`config.mk`:
```
export PLATFORM = sky130hd
export DESIGN_NAME = bcr_readout
export DESIGN_NICKNAME = d
export VERILOG_FILES = /design/src/rtl/bcr_pkg.sv /design/src/rtl/bcr_byte_sender.sv /design/src/rtl/bcr_readout.sv
export SDC_FILE = /design/constraint.sdc
export NUM_CORES = 1
export LEC_CHECK = 0
export BUFFER_PORTS_ARGS = -buffer_cell sky130_fd_sc_hd__buf_4
export CORE_AREA = 2 2 148 92
export DETAILED_ROUTE_END_ITERATION = 6
export DIE_AREA = 0 0 150 94
export PLACE_DENSITY = 0.76
export SKIP_LAST_GASP = 1
export SLEW_MARGIN = 20
export SYNTH_ARGS = -nofsm -noshare
export SYNTH_HDL_FRONTEND = slang
export SYNTH_SLANG_ARGS = --single-unit
```
`constraint.sdc`:
```
create_clock -name mclk_in -period 4.2 [get_ports mclk_in]
set_input_delay 0.42 -clock mclk_in [delete_from_list [all_inputs] [get_ports mclk_in]]
set_output_delay 0.42 -clock mclk_in [all_outputs]
set_load 0.01 [all_outputs]
```
`src/rtl/bcr_pkg.sv`:
```
// Shared constants for the bridge calibration raw readout block.
package bcr_pkg;

  // ==========================================================
  // Command opcodes (upper byte of a received command word)
  // ==========================================================
  localparam logic [7:0] OP_CONFIG = 8'h30;
  localparam logic [7:0] OP_MODE = 8'h40;
  localparam logic [7:0] OP_ENTER_CMD = 8'h50;
  localparam logic [7:0] OP_SOT = 8'h60;
  localparam logic [7:0] OP_PTAT_REF = 8'h70;
  localparam logic [7:0] OP_GAIN_B_HI = 8'h80;
  localparam logic [7:0] OP_GAIN_B_LO = 8'h90;
  localparam logic [7:0] OP_OFFS_B_HI = 8'hA0;
  localparam logic [7:0] OP_OFFS_B_LO = 8'hB0;
  localparam logic [7:0] OP_GAIN_T = 8'hC0;
  localparam logic [7:0] OP_OFFS_T = 8'hD0;
  localparam logic [7:0] OP_OFFS_DRIFT = 8'hE0;
  localparam logic [7:0] OP_GAIN_DRIFT = 8'hF0;

  // ==========================================================
  // Data field values and positions
  // ==========================================================
  localparam logic [7:0] DATA_NORMAL = 8'h00;
  localparam int RAW_BIT = 4;
  localparam logic [3:0] CFG_SOT_NIBBLE = 4'h7;

  // ==========================================================
  // Unity gains and second-order target codes
  // ==========================================================
  localparam logic [14:0] GAIN_B_UNITY = 15'h0800;
  localparam logic [7:0] GAIN_T_UNITY = 8'h80;
  localparam logic [1:0] SOT_OFF = 2'h0;
  localparam logic [1:0] SOT_TGT_OFFS = 2'h1;
  localparam logic [1:0] SOT_TGT_GAIN = 2'h2;
  localparam logic [1:0] SOT_TGT_LIN = 2'h3;

  // ==========================================================
  // Reset values of the coefficient registers
  // ==========================================================
  localparam logic [14:0] RST_GAIN_B = 15'h0000;
  localparam logic [13:0] RST_OFFS_B = 14'h0000;
  localparam logic [7:0] RST_COEF8 = 8'h00;
  localparam logic [1:0] RST_SOT_CFG = 2'h0;

  // ==========================================================
  // Sample framing
  // ==========================================================
  localparam int BYTES_PER_SAMPLE = 3;
  localparam logic [1:0] ZERO_PAD = 2'h0;

  typedef enum logic [1:0] {
    BCR_NORMAL,
    BCR_COMMAND,
    BCR_RAW
  } bcr_mode_e;

endpackage

```
`src/rtl/bcr_byte_sender.sv`:
```
// Three-byte sample sender with per-byte handshake.
`timescale 1ns/10ps
`default_nettype none
module bcr_byte_sender
  import bcr_pkg::*;
(
  input wire logic mclk_in, // System clock
  input wire logic rst_in, // Async reset, active high
  input wire logic start_in, // Frame start pulse
  input wire logic [7:0] byte0_in, // First byte
  input wire logic [7:0] byte1_in, // Second byte
  input wire logic [7:0] byte2_in, // Third byte
  input wire logic byte_ready_in, // Link takes current byte
  output logic [7:0] byte_out, // Current byte
  output logic byte_valid_out, // Current byte valid
  output logic busy_out // Frame in progress
);

  // ==========================================================
  // Frame storage
  // ==========================================================
  logic [7:0] hold [BYTES_PER_SAMPLE]; // Latched frame bytes
  logic [1:0] idx; // Index of byte on the link
  wire take = byte_valid_out && byte_ready_in; // Byte accepted
  wire last = (idx == 2'(BYTES_PER_SAMPLE - 1)); // Final byte
  wire load = start_in && !busy_out; // New frame accepted
  wire [1:0] next_idx = load ? 2'h0 : (take ? idx + 2'h1 : idx);

  // Capture whole frame at once so bytes never mix samples
  always_ff @(posedge mclk_in or posedge rst_in) begin
    if (rst_in) begin
      hold[0] <= 8'h00;
      hold[1] <= 8'h00;
      hold[2] <= 8'h00;
    end else if (load) begin
      hold[0] <= byte0_in;
      hold[1] <= byte1_in;
      hold[2] <= byte2_in;
    end
  end

  // Walk through the bytes in fixed order
  always_ff @(posedge mclk_in or posedge rst_in) begin
    if (rst_in) begin
      idx <= 2'h0;
      busy_out <= 1'b0;
      byte_valid_out <= 1'b0;
    end else begin
      idx <= next_idx;
      if (load) begin
        busy_out <= 1'b1;
        byte_valid_out <= 1'b1;
      end else if (take && last) begin
        busy_out <= 1'b0;
        byte_valid_out <= 1'b0;
      end
    end
  end

  // Output byte registered from the index it will hold
  always_ff @(posedge mclk_in or posedge rst_in) begin
    if (rst_in) begin
      byte_out <= 8'h00;
    end else if (load) begin
      byte_out <= byte0_in;
    end else if (take && !last) begin
      byte_out <= hold[next_idx];
    end
  end

endmodule
`default_nettype wire

```
`src/rtl/bcr_readout.sv`:
```
// Command decode, coefficient store and raw sample output.
//
// Operation
// - Entry word then raw word selects raw
// - Raw mode at unity outputs uncorrected conversions
// - Sample bytes: bridge high, low, temperature
// - Bridge high byte top two bits zero
// - Temperature byte drops three known bits
// - Second-order term drives at most one target
// - Mode word with zero data returns normal
`timescale 1ns/10ps
`default_nettype none
module bcr_readout
  import bcr_pkg::*;
#(
  parameter int BRIDGE_W = 14, // Bridge conversion width
  parameter int TEMP_W = 11 // Temperature resolution carried
)(
  input wire logic mclk_in, // System clock, 125 MHz
  input wire logic rst_in, // Async reset, active high
  input wire logic cmd_valid_in, // Command word strobe
  input wire logic [15:0] cmd_word_in, // Opcode byte and data byte
  input wire logic sample_valid_in, // New conversion pair
  input wire logic [BRIDGE_W-1:0] raw_bridge_in, // Raw bridge result
  input wire logic [TEMP_W-1:0] raw_temp_in, // Raw temperature result
  input wire logic [BRIDGE_W-1:0] corr_bridge_in, // Corrected bridge
  input wire logic [TEMP_W-1:0] corr_temp_in, // Corrected temperature
  input wire logic byte_ready_in, // Link takes byte
  output logic [7:0] byte_out, // Output byte
  output logic byte_valid_out, // Output byte valid
  output logic sender_busy_out, // Frame in progress
  output logic command_mode_out, // Command interpret active
  output logic raw_mode_out, // Raw mode active; unprocessed output only at unity gains
  output logic [14:0] gain_b_out, // Bridge gain coefficient
  output logic [13:0] offset_b_out, // Bridge offset coefficient
  output logic [7:0] gain_t_out, // Temperature gain coefficient
  output logic [7:0] offset_t_out, // Temperature offset coefficient
  output logic [7:0] ptat_reference_value_out, // PTAT reference
  output logic [7:0] offset_drift_out, // Offset drift coefficient
  output logic [7:0] gain_drift_out, // Gain drift coefficient
  output logic [7:0] second_order_coeff_out, // Second-order term
  output logic second_order_offset_drift_out, // Term on offset drift
  output logic second_order_gain_drift_out, // Term on gain drift
  output logic second_order_linearity_out // Term on bridge linearity
);

  // ==========================================================
  // Elaboration checks
  // ==========================================================
  // Bridge width is fixed by the byte framing; temperature width may be 8 to 11
  // Framing packs bridge into 14 bits and temperature into 8
  if (BRIDGE_W != 14) begin : g_bad_bridge
    $error("bridge width must be 14");
  end
  if (TEMP_W < 8 || TEMP_W > 11) begin : g_bad_temp
    $error("temperature width must be 8 to 11");
  end
  // The sender walks exactly three bytes with a two-bit index
  if (BYTES_PER_SAMPLE != 3) begin : g_bad_frame
    $error("sample must be three bytes");
  end

  // ==========================================================
  // Command decode
  // ==========================================================
  // Outside command mode only the entry word is heard; any
  // other word is dropped without trace, so stray traffic on
  // the line cannot disturb the coefficients.
  bcr_mode_e mode; // Current operating mode
  bcr_mode_e next_mode; // Mode after this cycle
  wire [7:0] op = cmd_word_in[15:8]; // Opcode byte
  wire [7:0] dat = cmd_word_in[7:0]; // Data byte
  wire in_cmd = (mode != BCR_NORMAL); // Raw is a command-mode subset
  wire go_cmd = cmd_valid_in && (op == OP_ENTER_CMD); // Entry word
  wire wr = cmd_valid_in && in_cmd; // Accepted programming word
  wire go_norm = wr && (op == OP_MODE) && (dat == DATA_NORMAL);
  wire go_raw = wr && (op == OP_MODE) && dat[RAW_BIT];
  wire cfg_sot = wr && (op == OP_CONFIG) && (dat[7:4] == CFG_SOT_NIBBLE);

  // Mode selection; leaving wins over re-entry within one word
  // The entry word seen in command or raw mode changes nothing
  always_comb begin
    next_mode = mode;
    if (go_norm) begin
      next_mode = BCR_NORMAL;
    end else if (go_raw) begin
      next_mode = BCR_RAW;
    end else if (go_cmd && mode == BCR_NORMAL) begin
      next_mode = BCR_COMMAND;
    end
  end

  // Mode register and status copies
  // Flags follow next_mode so they change on the same edge
  // as the mode, with no extra cycle of lag
  always_ff @(posedge mclk_in or posedge rst_in) begin
    if (rst_in) begin
      mode <= BCR_NORMAL;
      command_mode_out <= 1'b0;
      raw_mode_out <= 1'b0;
    end else begin
      mode <= next_mode;
      command_mode_out <= (next_mode != BCR_NORMAL);
      raw_mode_out <= (next_mode == BCR_RAW);
    end
  end

  // ==========================================================
  // Coefficient registers
  // ==========================================================
  // Identity lives in the same registers later given final values
  // Writes land only while command or raw mode is active
  always_ff @(posedge mclk_in or posedge rst_in) begin
    if (rst_in) begin
      ptat_reference_value_out <= RST_COEF8;
      offset_drift_out <= RST_COEF8;
      gain_drift_out <= RST_COEF8;
      second_order_coeff_out <= RST_COEF8;
    end else if (wr) begin
      case (op)
        OP_PTAT_REF: ptat_reference_value_out <= dat;
        OP_OFFS_DRIFT: offset_drift_out <= dat;
        OP_GAIN_DRIFT: gain_drift_out <= dat;
        OP_SOT: second_order_coeff_out <= dat;
        default: begin
          // Other opcodes leave these alone
        end
      endcase
    end
  end

  // Gain and offset halves; top bits of upper halves are dropped
  // A host that leaves those bits set loses them silently;
  // there is no room for them in the register
  always_ff @(posedge mclk_in or posedge rst_in) begin
    if (rst_in) begin
      gain_b_out <= RST_GAIN_B;
      offset_b_out <= RST_OFFS_B;
      gain_t_out <= RST_COEF8;
      offset_t_out <= RST_COEF8;
    end else if (wr) begin
      case (op)
        OP_GAIN_B_HI: gain_b_out[14:8] <= dat[6:0];
        OP_GAIN_B_LO: gain_b_out[7:0] <= dat;
        OP_OFFS_B_HI: offset_b_out[13:8] <= dat[5:0];
        OP_OFFS_B_LO: offset_b_out[7:0] <= dat;
        OP_GAIN_T: gain_t_out <= dat;
        OP_OFFS_T: offset_t_out <= dat;
        default: begin
          // Other opcodes leave these alone
        end
      endcase
    end
  end

  // ==========================================================
  // Second-order target, one-hot or none
  // ==========================================================
  // Only the config word with the target nibble moves it;
  // other config nibbles belong to logic outside this block
  logic [1:0] sot_cfg; // Chosen second-order target
  always_ff @(posedge mclk_in or posedge rst_in) begin
    if (rst_in) begin
      sot_cfg <= RST_SOT_CFG;
    end else if (cfg_sot) begin
      sot_cfg <= dat[1:0];
    end
  end

  // Single code drives the strobes so two can never be active
  always_ff @(posedge mclk_in or posedge rst_in) begin
    if (rst_in) begin
      second_order_offset_drift_out <= 1'b0;
      second_order_gain_drift_out <= 1'b0;
      second_order_linearity_out <= 1'b0;
    end else begin
      second_order_offset_drift_out <= (sot_cfg == SOT_TGT_OFFS);
      second_order_gain_drift_out <= (sot_cfg == SOT_TGT_GAIN);
      second_order_linearity_out <= (sot_cfg == SOT_TGT_LIN);
    end
  end

  // ==========================================================
  // Sample formatting
  // ==========================================================
  // Raw data only when both gains are at unity, as the host arranges
  // Both gains are compared against the package unity codes
  // Selection is latched at frame start, so a mode or gain
  // change mid-frame never splits one sample
  wire unity = (gain_b_out == GAIN_B_UNITY) && (gain_t_out == GAIN_T_UNITY);
  wire use_raw = (mode == BCR_RAW) && unity;
  wire [13:0] sel_bridge = use_raw ? raw_bridge_in : corr_bridge_in;
  wire [TEMP_W-1:0] sel_temp = use_raw ? raw_temp_in : corr_temp_in;
  wire [7:0] b_hi = {ZERO_PAD, sel_bridge[13:8]};
  wire [7:0] b_lo = sel_bridge[7:0];
  // Only the low byte leaves; upper temperature bits are assumed
  wire [7:0] t_byte = sel_temp[7:0];

  // The sender owns the handshake; this level only builds bytes
  // Samples arriving mid-frame are dropped by the sender
  bcr_byte_sender u_sender (
    .mclk_in(mclk_in),
    .rst_in(rst_in),
    .start_in(sample_valid_in),
    .byte0_in(b_hi),
    .byte1_in(b_lo),
    .byte2_in(t_byte),
    .byte_ready_in(byte_ready_in),
    .byte_out(byte_out),
    .byte_valid_out(byte_valid_out),
    .busy_out(sender_busy_out)
  );

endmodule
`default_nettype wire

```
## Word-level counts from Yosys, hierarchy flattened

Cells that the tools add are included.

- RAM bits: 0
- Input port bits: 71
- Output and inout bits: 92
- Register bits after elaboration: 119
- Bits in read-only memories: 0
- Latch bits: 0
- Memories: 0

- Equal/unequal tests: 22
- $add $sub $neg: 1
- Magnitude comparators: 1
- Muxes and demuxes: 14
- Reductions and logical operators: 32
- Divide/modulo/power cells: 0
- Shift operators: 0
- Bitwise logic cells: 1
- Multiply operators: 0

Operator list:

| operator | count |
|---|---|
| equality test 8 bit, second input constant | 9 |
| two-way mux 8 bit | 5 |
| equality test 8 x 7 -> 1 bit, second input constant | 4 |
| AND reduction 2 bit | 10 |
| binary-select mux 8 bit (select 2 bit) | 1 |
| equality test 15 x 12 -> 1 bit, second input constant | 1 |
| logical AND 1 bit | 14 |
| two-way mux 14 bit | 1 |
| equality test 2 bit, second input constant | 5 |
| two-way mux 2 bit | 5 |
| equality test 8 x 6 -> 1 bit, second input constant | 1 |
| zero test 8 bit | 1 |
| nonzero test 2 bit | 4 |
| equality test 4 x 3 -> 1 bit, second input constant | 1 |
| greater-or-equal comparator 3 bit, second input constant | 1 |
| inverter 2 -> 3 bit | 1 |
| adder 2 x 1 -> 2 bit, second input constant | 1 |
| equality test 2 x 1 -> 1 bit, second input constant | 1 |
| zero test 1 bit | 2 |
| zero test 2 bit | 1 |
| two-way mux 1 bit | 2 |

## Depth between registers and ports, before layout

- Depth in word-level cells: 9
- Depth in mapped cells: 8
- Depth with buffers taken out: 7

## Modules after synthesis

Synthesis repeated with hierarchy kept, for this count alone.

- Cells, all modules: 445
- Area, all modules: 5517.8 um^2

Modules (own cells, without submodules):

| module | area an instance (um^2) | sequential area each (um^2) | cells an instance | instances |
|---|---|---|---|---|
| bcr_readout | 3754.9 | 2152.1 | 253 | 1 |
| bcr_byte_sender | 1762.9 | 875.8 | 192 | 1 |

## Worst setup path before layout

OpenSTA, ideal clock, no wires.

- Path kind: input port to flip-flop
- Start: input cmd_word_in[9]
- End: register gain_t_out[1]
- Arrival time: 1.957 ns
- Slack: 2.118 ns
- Required time: 4.075 ns
- Stages on the path: 6
- Cell sequence: nor4_4 -> nand4_1 -> or2_1 -> buf_2 -> nor3_4 -> mux2_2

- Longest elaborated chain between the ends: 2

RTL lines:

| what | line | text |
|---|---|---|
| from (decl) | bcr_readout.sv:22 | `input wire logic [15:0] cmd_word_in,` |
| equality test 8 bit | bcr_readout.sv:142 | `case (op)` |
| AND reduction 2 bit (no source line) | n/a |  |
| to (signal assigned) | bcr_readout.sv:147 | `OP_GAIN_T: gain_t_out <= dat;` |
| to (decl) | bcr_readout.sv:36 | `output logic [7:0] gain_t_out,` |

No other way between the ends.
A chain may end at the register's enable or synchronous reset.

## Worst setup path after layout

- Start: register gain_t_out[4]
- End: register u_sender.hold[11] (netlist name)

- Longest elaborated chain between the ends: 4

RTL lines:

| what | line | text |
|---|---|---|
| equality test 8 bit | bcr_readout.sv:190 | `wire unity = (gain_b_out == GAIN_B_UNITY) && (gain_t_out == GAIN_T_UNITY);` |
| logical AND 1 bit | bcr_readout.sv:190 |  |
| logical AND 1 bit | bcr_readout.sv:191 | `wire use_raw = (mode == BCR_RAW) && unity;` |
| two-way mux 14 bit | bcr_readout.sv:192 | `wire [13:0] sel_bridge = use_raw ? raw_bridge_in : corr_bridge_in;` |
| to (decl) | bcr_byte_sender.sv:22 | `logic [7:0] hold [BYTES_PER_SAMPLE];` |

No other way between the ends.

==> run_results.csv <==
group,metric,value,unit
status,status,"complete, no violations",
sta,finalHoldViolations,0,
grt,grt_usage,19.9,%
route,vias_per_cell,5.19,
sta,relSlewSlack,48.7,%
sta,skew,0.00726,ns
synth,synth_top_area_share,59.0,%
sta,timing.hold.ws,0.157,ns
floorplan,ios,163,
synth,ys_seq_elements,119,
grt,antenna_found_initial,0,
synth,synthTopCellsByArea,"dfrtp_1 59%, mux2_2 17%, mux2i_1 5.0%, nand2_1 2.3%, o21ai_0 2.3%",
worst_setup_path,end_kind,"register",
clock_tree,cts_tree,"done",
cells_and_area,final_core_util,55.2,%
synth,synth.most_common_cell,"dfrtp_1",
sta,timing.fmax,429,MHz
placement,hpwl,9.85,mm
clock_tree,cts_buffer_depth,2,
synth,synth_warnings,0,
grt,gr-total-overflow,0,
sta,slew_violations,0,
hold_path,min_path_type,"in -> async",
power,ir_worst_vdd,0.265,mV
worst_setup_path,crit_arrival,2.58,ns
power,p_leak,0.00353,uW
floorplan,rows,32,
grt,grt_first_pass_wirelength,20.7,mm
sta,setup_tns,0,ns
route,avgRoutedWirePerCell,18.6,um
synth,synthTopCellsByCount,"119 x dfrtp_1, 76 x mux2_2, 31 x nand2_1",
synth,ys_async_sr_fraction,100,%
worst_setup_path,start_kind,"register",
sta,tightestPinTransition,0.766,ns
worst_setup_path,worst_path_max_delay_cell,"nor2_4",
grt,grt_max_degree,62,
clock_tree,htree_levels,4,
clock_tree,post-cts-setup-buffers,0,
route,num_vias,3802,
sta,finalSetupViolCount,0,
cells_and_area,diodes,0,
clock_tree,cts_root_buffer,"clkbuf_16",
worst_setup_path,cp.required,4.45,ns
synth,synth_nets,465,
placement,place_area,6370,um2
synth,synth_edf_count,0,
route,wl,13.6,mm
sta,finalCriticalPeriod,2.33,ns
clock_tree,clk_pin_slew,0.05,ns
synth,synth_ff_type,"dfrtp_1",
cells_and_area,syn_to_final_growth,38.5,%
route,drt_iter0_drc,174,
placement,pre_cts_ws,1.54,ns
sta,fin_crit_sh,55.5,%
route,drc_errors,0,
clock_tree,numCtsBuffers,17,
floorplan,core_area,12700,um2
synth,synth.cell_area,5040,um2
worst_setup_path,critical_path_class,"reg -> reg",
clock_tree,clk_latency,0.40,ns
floorplan,die_w,150,um
floorplan,die_y,94,um
worst_setup_path,ff2ff_setup_slack,1.87,ns
sta,rsz0062_at_grt,"false",
flow_run,max_cap_viol_count,0,
synth,syn_inst,393,
synth,ys_seq_area_share,59.0,%
worst_setup_path,worstPathCellList,"nor4b_1 > nand3_1 > nor2_4 > buf_4 > mux2i_1 > o21ai_0",
clock_tree,clock_sinks,119,
cells_and_area,nFillCells,1072,
cells_and_area,drive_gt1_share,49.1,%
clock_tree,cts_hold_buf,0,
placement,io_buffers,156,
worst_setup_path,cp_max_fo,17,
clock_tree,cts_resized,0,
worst_setup_path,crit_path_max_incr_delay,0.55,ns
route,drt-pass1-iter-count,5,
floorplan,start_util,39.9,%
synth,synthDistinctLibCells,44,
grt,grt_pass1_vias,3842,
placement,gp_congestion,0.884,
synth,syn_avg_cell_area,12.8,um2
power,powerDensity,497,nW/um2
cells_and_area,seq_area,2980,um2
cells_and_area,stdcell_area,6980,um2
cells_and_area,final_nets,622,
route,antenna_left,0,
synth,synth_area_leader_cell,"dfrtp_1",
sta,timing.final.ws_setup,1.87,ns
cells_and_area,multi_input_area,1950,um2
floorplan,dieArea,14100,um2
path summary, 6_finish.rpt:
check | cells past startpoint | startpoint | end
worst max-delay path | 6 | gain_t_out[4] | u_sender.hold[11]
worst min-delay path | 2 | rst_in | second_order_coeff_out[5]
worst max register to register | 6 | gain_t_out[4] | u_sender.hold[11]
worst min register to register | 1 | sot_cfg[1] | second_order_offset_drift_out
max in group asynchronous | 3 | rst_in | offset_t_out[7]
min in group mclk_in | 2 | byte_ready_in | u_sender.byte_valid_out
cell usage in the layout, fill, tap and decap left out, types with 4 or more instances in the layout:
cell	synthesis	layout
buf_4	1	160
dfrtp_1	119	119
mux2_2	76	76
nand2_1	31	31
mux2i_1	25	25
o21ai_0	23	23
clkbuf_16	0	17
nor2_1	15	14
a21oi_1	8	8
inv_1	8	7
nor4_1	7	7
nand3_1	5	5
clkinv_2	0	5
nand4_1	4	4
clkbuf_8	0	4
layer usage:
layer	track usage [%]	part of all wire [%]	wire length, um	up-vias
met4	5.90	0.68	93	0
met5	0	0	0	-
met1	26.7	45	6140	1935
li1	-	-	-	1734
met3	7.57	7.7	1050	8
met2	30.1	46	6330	125
logic make-up (layout without fill, tap and decap cells):
kind of cell | count (synthesis) | count (layout) | share of synthesized area [%]
AOI/OAI and AO/OA | 50 | 50 | 6.08
adders and majority gates | 1 | 1 | 0.248
muxes | 104 | 104 | 22.6
buffers and inverters | 30 | 199 | 2.38
xor gates and xnor gates | 1 | 1 | 0.174
and+or+nand+nor | 88 | 88 | 9.48
DFF | 119 | 119 | 59.0
critical path: cells and delay by family (launching register included):
family	cells	cell delay, ns
buf+inv	1	0.29
flops	1	0.39
compound gates	1	0.10
simple gates	3	1.19
mux	1	0.21
state kept, by name (all words and copies together), names as in the netlist, 8 cells and up:
signal / flops
u_sender.hold: 22
gain_b_out: 15
offset_b_out: 14
gain_drift_out: 8
gain_t_out: 8
offset_drift_out: 8
offset_t_out: 8
ptat_reference_value_out: 8
second_order_coeff_out: 8
u_sender.byte_out: 8
final cells by class:
| type | instances | share of cell area (%) |
|---|---|---|
| Inverter | 8 | 0.466 |
| Tap cell | 170 | 3.05 |
| Timing Repair Buffer | 160 | 17.2 |
| Clock buffer | 22 | 6.93 |
| Clock inverter | 9 | 1.76 |
| Sequential cell | 119 | 42.6 |
| Multi-Input combinational cell | 244 | 28.0 |
metrics by stage:
| stage | total power, uW | std cells |
|---|---|---|
| global route | 3640 | 732 |
| floorplan | 1760 | 393 |
| finish | 3470 | 732 |
| CTS | 3500 | 732 |
| global placement | 1980 | 701 |
| detailed placement | 2010 | 701 |
power breakdown:
| part | internal, uW | switching [uW] |
|---|---|---|
| logic | 252 | 325 |
| registers | 1300 | 119 |
| clock network | 988 | 493 |
Note: power is estimated with default switching activity, not from simulation.
